**src/pkg/motion_param_pkg.sv**
```systemverilog
package motion_param_pkg;

	// ----------------------------------------------------------------
	// fieldbus parameter addresses
	// ----------------------------------------------------------------
	localparam logic [15:0] ADDR_SCALE_DEN  = 16'h060E;
	localparam logic [15:0] ADDR_SCALE_NUM  = 16'h0610;
	localparam logic [15:0] ADDR_ACCEL      = 16'h0614;
	localparam logic [15:0] ADDR_DECEL      = 16'h0616;
	localparam logic [15:0] ADDR_ROT_DIR    = 16'h0618;
	localparam logic [15:0] ADDR_JERK       = 16'h061A;
	localparam logic [15:0] ADDR_RX_A       = 16'h1B0A;
	localparam logic [15:0] ADDR_RX_B       = 16'h1B0C;
	localparam logic [15:0] ADDR_TX_A       = 16'h1B0E;
	localparam logic [15:0] ADDR_TX_B       = 16'h1B10;
	localparam logic [15:0] ADDR_PV_TARGET  = 16'h1B1A;
	localparam logic [15:0] ADDR_PP_POS     = 16'h1B1C;
	localparam logic [15:0] ADDR_PP_VEL     = 16'h1B1E;
	localparam logic [15:0] ADDR_SHAPE      = 16'h1B2A;
	localparam logic [15:0] ADDR_REL_OPT    = 16'h1B30;

	// ----------------------------------------------------------------
	// reset (factory) values
	// ----------------------------------------------------------------
	localparam logic [31:0] RST_SCALE_DEN   = 32'h0000_4000;
	localparam logic [31:0] RST_SCALE_NUM   = 32'h0000_0001;
	localparam logic [31:0] RST_ACCEL       = 32'h0000_0258;
	localparam logic [31:0] RST_DECEL       = 32'h0000_02EE;
	localparam logic [31:0] RST_PP_VEL      = 32'h0000_003C;
	localparam logic [31:0] RST_ZERO        = 32'h0000_0000;

	// ----------------------------------------------------------------
	// value ranges
	// ----------------------------------------------------------------
	localparam logic [31:0] SCALE_MIN       = 32'h0000_0001;
	localparam logic [31:0] SCALE_MAX       = 32'h7FFF_FFFF;
	localparam logic [31:0] ACCEL_MIN       = 32'h0000_0001;
	localparam logic [31:0] DECEL_MIN       = 32'h0000_02EE;
	localparam logic [31:0] RAMP_MAX        = 32'h002D_C6C0;
	localparam logic [31:0] PP_VEL_MIN      = 32'h0000_0001;
	localparam logic [31:0] DIR_MAX         = 32'h0000_0001;
	localparam logic [31:0] SHAPE_LINEAR    = 32'h0000_0000;
	localparam logic [31:0] REL_PREV_TARGET = 32'h0000_0000;
	localparam logic [31:0] REL_ACTUAL_POS  = 32'h0000_0002;
	localparam logic [31:0] JERK_MAX        = 32'h0000_0080;

	// ----------------------------------------------------------------
	// request and answer carriers
	// ----------------------------------------------------------------
	typedef struct packed {
		logic        valid;  // one-cycle request strobe
		logic        write;  // 1 write, 0 read
		logic [15:0] addr;   // fieldbus parameter address
		logic [31:0] wdata;  // write value
	} param_req_t;

	typedef struct packed {
		logic        ack;    // one-cycle answer strobe
		logic        err;    // request rejected
		logic [31:0] rdata;  // read value, zero on error
	} param_rsp_t;

endpackage

```
**src/design/motion_profile_parameter_bank.sv**
```systemverilog
module motion_profile_parameter_bank (
	// clock and reset
	input  wire logic                         clk_i,
	input  wire logic                         reset_n_i,
	// parameter access from fieldbus
	input  wire motion_param_pkg::param_req_t param_req_i,
	output      motion_param_pkg::param_rsp_t param_rsp_o,
	// drive state
	input  wire logic                         power_stage_on_i,
	input  wire logic                         mode_finished_i,
	input  wire logic                         motion_start_i,
	input  wire logic                         power_on_event_i,
	// velocity ceilings
	input  wire logic [15:0]                  velocity_ceiling_i,
	input  wire logic [15:0]                  speed_ceiling_i,
	// position bounds from scaling and limits
	input  wire logic signed [31:0]           pos_min_i,
	input  wire logic signed [31:0]           pos_max_i,
	// transmit process data from motion logic
	input  wire logic [31:0]                  tx_word_a_i,
	input  wire logic [31:0]                  tx_word_b_i,
	// active settings to profile generator
	output      logic                         dir_ccw_o,
	output      logic [31:0]                  scale_num_o,
	output      logic [31:0]                  scale_den_o,
	output      logic [31:0]                  accel_o,
	output      logic [31:0]                  decel_o,
	output      logic [7:0]                   jerk_ms_o,
	output      logic                         rel_ref_actual_o,
	output      logic [31:0]                  pp_target_vel_o,
	output      logic signed [31:0]           pp_target_pos_o,
	output      logic signed [31:0]           pv_target_o,
	// receive process data to function blocks
	output      logic [31:0]                  rx_word_a_o,
	output      logic [31:0]                  rx_word_b_o
);
	import motion_param_pkg::*;
	// ----------------------------------------------------------------
	// helpers
	// ----------------------------------------------------------------
	// unsigned inclusive range check
	function automatic logic in_range(input logic [31:0] v, lo, hi);
		in_range = (v >= lo) && (v <= hi);
	endfunction

	// smaller of two ceilings
	function automatic logic [15:0] min16(input logic [15:0] a, b);
		min16 = (a < b) ? a : b;
	endfunction
	// ----------------------------------------------------------------
	// stored parameters
	// ----------------------------------------------------------------
	logic [31:0]        den_reg;      // written denominator
	logic [31:0]        num_reg;      // written numerator
	logic [31:0]        accel_reg;    // written acceleration
	logic [31:0]        decel_reg;    // written deceleration
	logic               dir_reg;      // written direction
	logic [7:0]         jerk_reg;     // written jerk code
	logic [31:0]        rx_a_reg;     // receive word a
	logic [31:0]        rx_b_reg;     // receive word b
	logic [31:0]        tx_a_reg;     // sampled transmit word a
	logic [31:0]        tx_b_reg;     // sampled transmit word b
	logic signed [31:0] pv_reg;       // written velocity target
	logic signed [31:0] pos_reg;      // written target position
	logic [31:0]        pp_vel_reg;   // written position velocity
	logic               rel_reg;      // written option, 1 = actual
	// ----------------------------------------------------------------
	// request decode
	// ----------------------------------------------------------------
	wire        wr = param_req_i.valid & param_req_i.write;
	wire [15:0] a  = param_req_i.addr;
	wire [31:0] d  = param_req_i.wdata;
	// per-register write qualifiers, including range and state
	wire ok_den = in_range(d, SCALE_MIN, SCALE_MAX) & ~power_stage_on_i;
	wire ok_num = in_range(d, SCALE_MIN, SCALE_MAX);
	wire ok_acc = in_range(d, ACCEL_MIN, RAMP_MAX);
	wire ok_dec = in_range(d, DECEL_MIN, RAMP_MAX);
	wire ok_dir = (d <= DIR_MAX) & ~power_stage_on_i;
	// jerk: zero or a single bit up to 128, and mode idle
	wire jerk_code = (d <= JERK_MAX) & ((d & (d - 32'h1)) == RST_ZERO);
	wire ok_jerk = jerk_code & mode_finished_i;
	wire ok_pvel = (d >= PP_VEL_MIN);
	wire ok_pos  = ($signed(d) >= pos_min_i) & ($signed(d) <= pos_max_i);
	wire ok_shp  = (d == SHAPE_LINEAR);
	wire ok_rel  = (d == REL_PREV_TARGET) | (d == REL_ACTUAL_POS);
	// address hit and acceptance
	logic        hit;      // address is mapped
	logic        ok;       // write acceptable
	logic [31:0] rd;       // read value
	// ----------------------------------------------------------------
	// address mux for reads and write checks
	// ----------------------------------------------------------------
	always_comb begin
		hit = 1'b1;
		ok  = 1'b0;
		rd  = RST_ZERO;
		unique case (a)
			ADDR_SCALE_DEN: begin
				ok = ok_den;
				rd = den_reg;
			end
			ADDR_SCALE_NUM: begin
				ok = ok_num;
				rd = num_reg;
			end
			ADDR_ACCEL: begin
				ok = ok_acc;
				rd = accel_reg;
			end
			ADDR_DECEL: begin
				ok = ok_dec;
				rd = decel_reg;
			end
			ADDR_ROT_DIR: begin
				ok = ok_dir;
				rd = {31'h0, dir_reg};
			end
			ADDR_JERK: begin
				ok = ok_jerk;
				rd = {24'h0, jerk_reg};
			end
			ADDR_RX_A: begin
				ok = 1'b1;
				rd = rx_a_reg;
			end
			ADDR_RX_B: begin
				ok = 1'b1;
				rd = rx_b_reg;
			end
			// transmit words are read-only: ok keeps its default of 0
			ADDR_TX_A: rd = tx_a_reg;
			ADDR_TX_B: rd = tx_b_reg;
			ADDR_PV_TARGET: begin
				ok = 1'b1;
				rd = pv_reg;
			end
			ADDR_PP_POS: begin
				ok = ok_pos;
				rd = pos_reg;
			end
			ADDR_PP_VEL: begin
				ok = ok_pvel;
				rd = pp_vel_reg;
			end
			ADDR_SHAPE: begin
				ok = ok_shp;
				rd = SHAPE_LINEAR;
			end
			ADDR_REL_OPT: begin
				ok = ok_rel;
				rd = rel_reg ? REL_ACTUAL_POS : REL_PREV_TARGET;
			end
			// unmapped address
			default: hit = 1'b0;
		endcase
	end

	// accepted write strobe
	wire wr_ok = wr & hit & ok;
	// ----------------------------------------------------------------
	// answer: one cycle after the request
	// ----------------------------------------------------------------
	always_ff @(posedge clk_i or negedge reset_n_i) begin
		if (!reset_n_i) begin
			param_rsp_o <= '0;
		end else begin
			param_rsp_o.ack   <= param_req_i.valid;
			// rejection leaves stored value untouched
			param_rsp_o.err   <= param_req_i.valid
				& (~hit | (param_req_i.write & ~ok));
			param_rsp_o.rdata <= (param_req_i.valid & ~param_req_i.write & hit)
				? rd : RST_ZERO;
		end
	end
	// ----------------------------------------------------------------
	// scaling: numerator write activates the pair
	// ----------------------------------------------------------------
	always_ff @(posedge clk_i or negedge reset_n_i) begin
		if (!reset_n_i) begin
			den_reg     <= RST_SCALE_DEN;
			num_reg     <= RST_SCALE_NUM;
			scale_num_o <= RST_SCALE_NUM;
			scale_den_o <= RST_SCALE_DEN;
		end else begin
			// denominator alone stays pending
			if (wr_ok && a == ADDR_SCALE_DEN) begin
				den_reg <= d;
			end
			// revolutions over user units take effect now
			if (wr_ok && a == ADDR_SCALE_NUM) begin
				num_reg     <= d;
				scale_num_o <= d;
				scale_den_o <= den_reg;
			end
		end
	end
	// ----------------------------------------------------------------
	// direction: stored now, applied at next power-on
	// ----------------------------------------------------------------
	always_ff @(posedge clk_i or negedge reset_n_i) begin
		if (!reset_n_i) begin
			dir_reg   <= 1'b0;
			dir_ccw_o <= 1'b0;
		end else begin
			if (wr_ok && a == ADDR_ROT_DIR) begin
				dir_reg <= d[0];
			end
			// 0 clockwise, 1 counter-clockwise
			if (power_on_event_i) begin
				dir_ccw_o <= dir_reg;
			end
		end
	end
	// ----------------------------------------------------------------
	// ramp, jerk, option and velocity: stored copies
	// ----------------------------------------------------------------
	always_ff @(posedge clk_i or negedge reset_n_i) begin
		if (!reset_n_i) begin
			accel_reg  <= RST_ACCEL;
			decel_reg  <= RST_DECEL;
			jerk_reg   <= 8'h00;
			rel_reg    <= 1'b0;
			pp_vel_reg <= RST_PP_VEL;
		end else if (wr_ok) begin
			if (a == ADDR_ACCEL) begin
				accel_reg <= d;
			end
			if (a == ADDR_DECEL) begin
				decel_reg <= d;
			end
			if (a == ADDR_JERK) begin
				jerk_reg <= d[7:0];
			end
			if (a == ADDR_REL_OPT) begin
				rel_reg <= d[1];
			end
			if (a == ADDR_PP_VEL) begin
				pp_vel_reg <= d;
			end
		end
	end

	// effective ceiling is the lower of both maxima
	wire [15:0] ceil16 = min16(velocity_ceiling_i, speed_ceiling_i);
	wire [31:0] ceil   = {16'h0, ceil16};
	// ----------------------------------------------------------------
	// active set taken at the start of each motion
	// ----------------------------------------------------------------
	always_ff @(posedge clk_i or negedge reset_n_i) begin
		if (!reset_n_i) begin
			accel_o          <= RST_ACCEL;
			decel_o          <= RST_DECEL;
			jerk_ms_o        <= 8'h00;
			rel_ref_actual_o <= 1'b0;
			pp_target_vel_o  <= RST_PP_VEL;
		end else if (motion_start_i) begin
			accel_o          <= accel_reg;
			decel_o          <= decel_reg;
			jerk_ms_o        <= jerk_reg;
			rel_ref_actual_o <= rel_reg;
			pp_target_vel_o  <= (pp_vel_reg > ceil)
				? ceil : pp_vel_reg;
		end
	end

	// ----------------------------------------------------------------
	// immediate parameters and process data
	// ----------------------------------------------------------------
	always_ff @(posedge clk_i or negedge reset_n_i) begin
		if (!reset_n_i) begin
			pv_reg   <= RST_ZERO;
			pos_reg  <= RST_ZERO;
			rx_a_reg <= RST_ZERO;
			rx_b_reg <= RST_ZERO;
		end else if (wr_ok) begin
			if (a == ADDR_PV_TARGET) begin
				pv_reg <= d;
			end
			if (a == ADDR_PP_POS) begin
				pos_reg <= d;
			end
			if (a == ADDR_RX_A) begin
				rx_a_reg <= d;
			end
			if (a == ADDR_RX_B) begin
				rx_b_reg <= d;
			end
		end
	end

	// signed clamp of the velocity target to +/- ceiling
	wire signed [31:0] pos_ceil = $signed(ceil);
	wire signed [31:0] neg_ceil = -$signed(ceil);
	wire signed [31:0] pv_lim   = (pv_reg > pos_ceil) ? pos_ceil
		: ((pv_reg < neg_ceil) ? neg_ceil : pv_reg);

	// ----------------------------------------------------------------
	// output copies one cycle behind the stored value (velocity target clamped), and transmit words sampled from the inputs
	// ----------------------------------------------------------------
	always_ff @(posedge clk_i or negedge reset_n_i) begin
		if (!reset_n_i) begin
			pv_target_o     <= RST_ZERO;
			pp_target_pos_o <= RST_ZERO;
			rx_word_a_o     <= RST_ZERO;
			rx_word_b_o     <= RST_ZERO;
			tx_a_reg        <= RST_ZERO;
			tx_b_reg        <= RST_ZERO;
		end else begin
			pv_target_o     <= pv_lim;
			pp_target_pos_o <= pos_reg;
			rx_word_a_o     <= rx_a_reg;
			rx_word_b_o     <= rx_b_reg;
			tx_a_reg        <= tx_word_a_i;
			tx_b_reg        <= tx_word_b_i;
		end
	end

endmodule

```
**config.mk**
```make
export PLATFORM = sky130hd
export DESIGN_NAME = motion_profile_parameter_bank
export DESIGN_NICKNAME = d
export VERILOG_FILES = /design/src/pkg/motion_param_pkg.sv /design/src/design/motion_profile_parameter_bank.sv
export SDC_FILE = /design/constraint.sdc
export NUM_CORES = 1
export LEC_CHECK = 0
export BUFFER_PORTS_ARGS = -buffer_cell sky130_fd_sc_hd__buf_2
export CORE_ASPECT_RATIO = 0.9
export CORE_UTILIZATION = 47
export CTS_CLUSTER_DIAMETER = 100
export CTS_CLUSTER_SIZE = 28
export DETAILED_ROUTE_END_ITERATION = 6
export GPL_ROUTABILITY_DRIVEN = 0
export PLACE_DENSITY = 0.72
export SLEW_MARGIN = 20
export SYNTH_ARGS = -nofsm -noshare
export SYNTH_HDL_FRONTEND = slang
export SYNTH_SLANG_ARGS = --single-unit
```
**constraint.sdc**
```tcl
create_clock -name clk_i -period 2.9 [get_ports clk_i]
set_input_delay 0.29 -clock clk_i [delete_from_list [all_inputs] [get_ports clk_i]]
set_output_delay 0.29 -clock clk_i [all_outputs]
set_load 0.01 [all_outputs]
```
==> out/qor.txt <==
Status = finished, violations left
Violated checks = negative setup slack
Worst skew pair latency = 0.63 ns
Dpl cells = 3798
TritonCTS buffer count = 29
Commonest cells after routing, fill and taps aside = dfrtp_1 (629), buf_2 (539), buf_4 (286)
Async SR Flop Fraction = 100.0%
P&R area growth vs syn = 29.22%
Max Clock Freq = 246.0 MHz
P_sw = 0.004062 W
Synth Register Bits = 662
CTS max path bufs = 3
Combinational Power Share = 10.9%
Largest net degree at the start of global routing = 101
Worst slew margin = 48.46%
Drt drc = 0
Final period util = 140.2%
Syn Inst Count = 2280
WP data required = 3.42 ns
Worst slew pin tran = 0.7732 ns
Number of global-route vias before repair = 24720
Switching part of the total = 25.29%
Max-cap violation count = 0
Crit path kind = primary input to flop
Final ANT Viol Nets = 0
Finished Layout Cells = 3947
Clk network pwr share = 31.0%
HPWL after DPL = 81.16 mm
First-pass GRT wire length = 158.3 mm
Post-synthesis cell type count = 72
Most common cell after layout, fill and taps aside = dfrtp_1
Slowest CP cell = or3_4
Drt wl/cell = 27.65 µm
Final-report setup violation count = 48
Initial Utilization = 47.62%
Max-slew violation count = 0
IR drop worst, VDD = 0.4580 mV
Post-synthesis mux area share = 15.42%
Minimum clock period = 4.064 ns
Cell Pwr Density = 426.2 nW/µm²
Arrival time at the worst endpoint = 4.58 ns
Rows = 86
CTS root buffer = clkbuf_16
Worst Path Buf+Inv = 7
Crit-path leading delay family = simple AND/OR/NAND/NOR gates
CTS tree = yes
Tot GR Track Use = 33.93%
Synth Area per Inst = 12.79 µm²
Final Skew = 0.02014 ns
Drt pass-1 iters = 6
Vias per cell = 6.095
Synth warn = 0
Top reg by flops = param_rsp_o
Final hold vios = 0
Syn nets = 2640
Sequential power share = 58.1%
Layout cells sized above 1 = 41.51%
Compound-Gate Fraction of Synth Area = 9.964%
Top_reg_cell synth = dfrtp_1
Critical path, cell by cell = buf_2 -> inv_1 -> ha_4 -> a21oi_1 -> o21ai_1 -> a21oi_2 -> o41ai_4 -> buf_6 -> buf_4 -> mux2i_2 -> or3_4 -> buf_4 -> nor3b_1 -> ha_1 -> ha_1 -> inv_1 -> or3_1 -> o31a_1 -> nor2_4 -> clkbuf_16 -> o22ai_1 -> or3_1
Clock sinks = 662
Max reg flops = 34
Final WS setup = -1.164 ns
Hold Path Class = primary input to flop
Drt total wl = 109.1 mm
Post-synth EDFFs = 0
CP max stage delay = 0.44 ns
RSZ-0062 raised after global routing = yes
Nets = 3481
Starting DRC count in detailed routing = 2307
CP Launch Type = primary input
Core ar. = 61230 µm²
Core Util, Final = 61.54%
PortBufs = 547
Simple-gate share of the synthesized area = 7.969%
Crit-path max FO = 7
Die Y = 238.3 µm
Post-Syn Area = 29160 µm²
LEAKAGE = 19.84 nW
Sequential-to-total area share from yosys stat = 56.96%
XOR/XNOR Fraction of Synth Area = 0.3304%
Die Wd = 264.5 µm
Worst-path clk slew = 0.11 ns
Initial antenna violation count = 15
H-Tree Depth = 1
Total number of vias = 24060
Internal power = 0.01200 W
GRT overflow = 0
Ports = 548
Post-Synth Adder-Cell Area = 6.179%
Largest family of logic cells by synthesized area = multiplexers
Die area = 63040 µm²
Critical Path End Type = flop
power groups by stage:
stage	combinational [W]	sequential (W)	clock [W]
2_1_floorplan	0.000590	0.00950	0
3_3_place_gp	0.00149	0.00950	0
3_5_place_dp	0.00154	0.00950	0
4_1_cts	0.00167	0.00932	0.00506
5_1_grt	0.00189	0.00933	0.00538
6_report	0.00175	0.00933	0.00498
routing by layer:
layer	up-vias	GRT usage [%]	wire length, µm
met5	-	0	46
met4	8	12.24	4552
met3	293	6.852	9848
met2	1379	53.32	49500
met1	12260	46.79	45190
li1	10120	-	-
cell families (layout without fill, tap and decap cells):
logic type | Yosys count | count (layout)
other | 0 | 11
adders and majority gates | 144 | 144
xor gates and xnor gates | 11 | 11
buffers and inverters | 239 | 1102
AOI/OAI and AO/OA | 393 | 394
DFF | 662 | 662
muxes | 402 | 402
and+or+nand+nor | 429 | 429
Yosys cell counts (all sizes together), types with 22 or more instances:
| cell type | n | area share [%] |
|---|---|---|
| a22oi | 109 | 2.8 |
| ha | 144 | 6.2 |
| nand2 | 71 | 0.92 |
| o21ai | 34 | 0.58 |
| inv | 110 | 1.4 |
| nand3 | 26 | 0.45 |
| nor3 | 23 | 0.39 |
| nand4 | 51 | 1.1 |
| dfstp | 33 | 3.0 |
| clkbuf | 96 | 1.2 |
| and2 | 25 | 0.54 |
| a221oi | 49 | 1.5 |
| nor4 | 35 | 0.75 |
| mux2i | 25 | 0.86 |
| mux2 | 377 | 15 |
| o21a | 22 | 0.57 |
| dfrtp | 629 | 54 |
| a21oi | 52 | 0.89 |
| nor2 | 102 | 1.3 |
| buf | 33 | 0.53 |
| a222oi | 28 | 0.96 |
| nor2b | 27 | 0.58 |
path summary, 6_finish.rpt:
| kind | from | endpoint | slack (ns) | cells past startpoint |
|---|---|---|---|---|
| worst max-delay path | speed_ceiling_i[11] | pv_target_o[11] | -1.16 | 22 |
| worst min-delay path | param_req_i[0] | pos_reg[0] | 0.06 | 2 |
| worst max register to register | pp_vel_reg[2] | pp_target_vel_o[1] | -0.04 | 11 |
| worst min register to register | rx_b_reg[0] | rx_word_b_o[0] | 0.40 | 0 |
| max in group asynchronous | reset_n_i | pp_target_pos_o[12] | 1.59 | 3 |
| min in group asynchronous | reset_n_i | jerk_ms_o[5] | 0.22 | 2 |
cell type report:
| type | count | area [µm²] |
|---|---|---|
| clock inverters | 8 | 93.84 |
| diodes | 11 | 27.53 |
| repair buffers | 938 | 6335 |
| clock buffers | 46 | 789.5 |
| flip-flops and latches | 662 | 16610 |
| well taps | 792 | 991.0 |
| inverters | 110 | 432.9 |
| fillers | 4726 | 23550 |
| multi-input cells | 1380 | 12400 |
per-stage QoR:
step           setup TNS (ns)  cell area (µm²)  setup WS [ns]  hold slack (ns)  power, W
2_1_floorplan          -73.45            29440         -1.791        -0.005591   0.01009
3_3_place_gp          -165.37            35370         -2.016           0.3132   0.01098
3_5_place_dp          -184.66            35370         -2.258           0.3224   0.01104
4_1_cts                -46.42            37290         -1.065          0.02676   0.01605
5_1_grt                -55.69            37670         -1.253          0.05186   0.01661
6_report               -50.81            37680         -1.164          0.05986   0.01606
timing repair:
action,in CTS,in global routing
gates resized for setup,60,49
endpoints found under the setup margin,80,80
pin swaps,16,13
cloned,1,2
buffers inserted,7,8
hold buffers,67,0
endpoints found under the hold margin,110,0
Note: power is estimated with default switching activity, not from simulation.
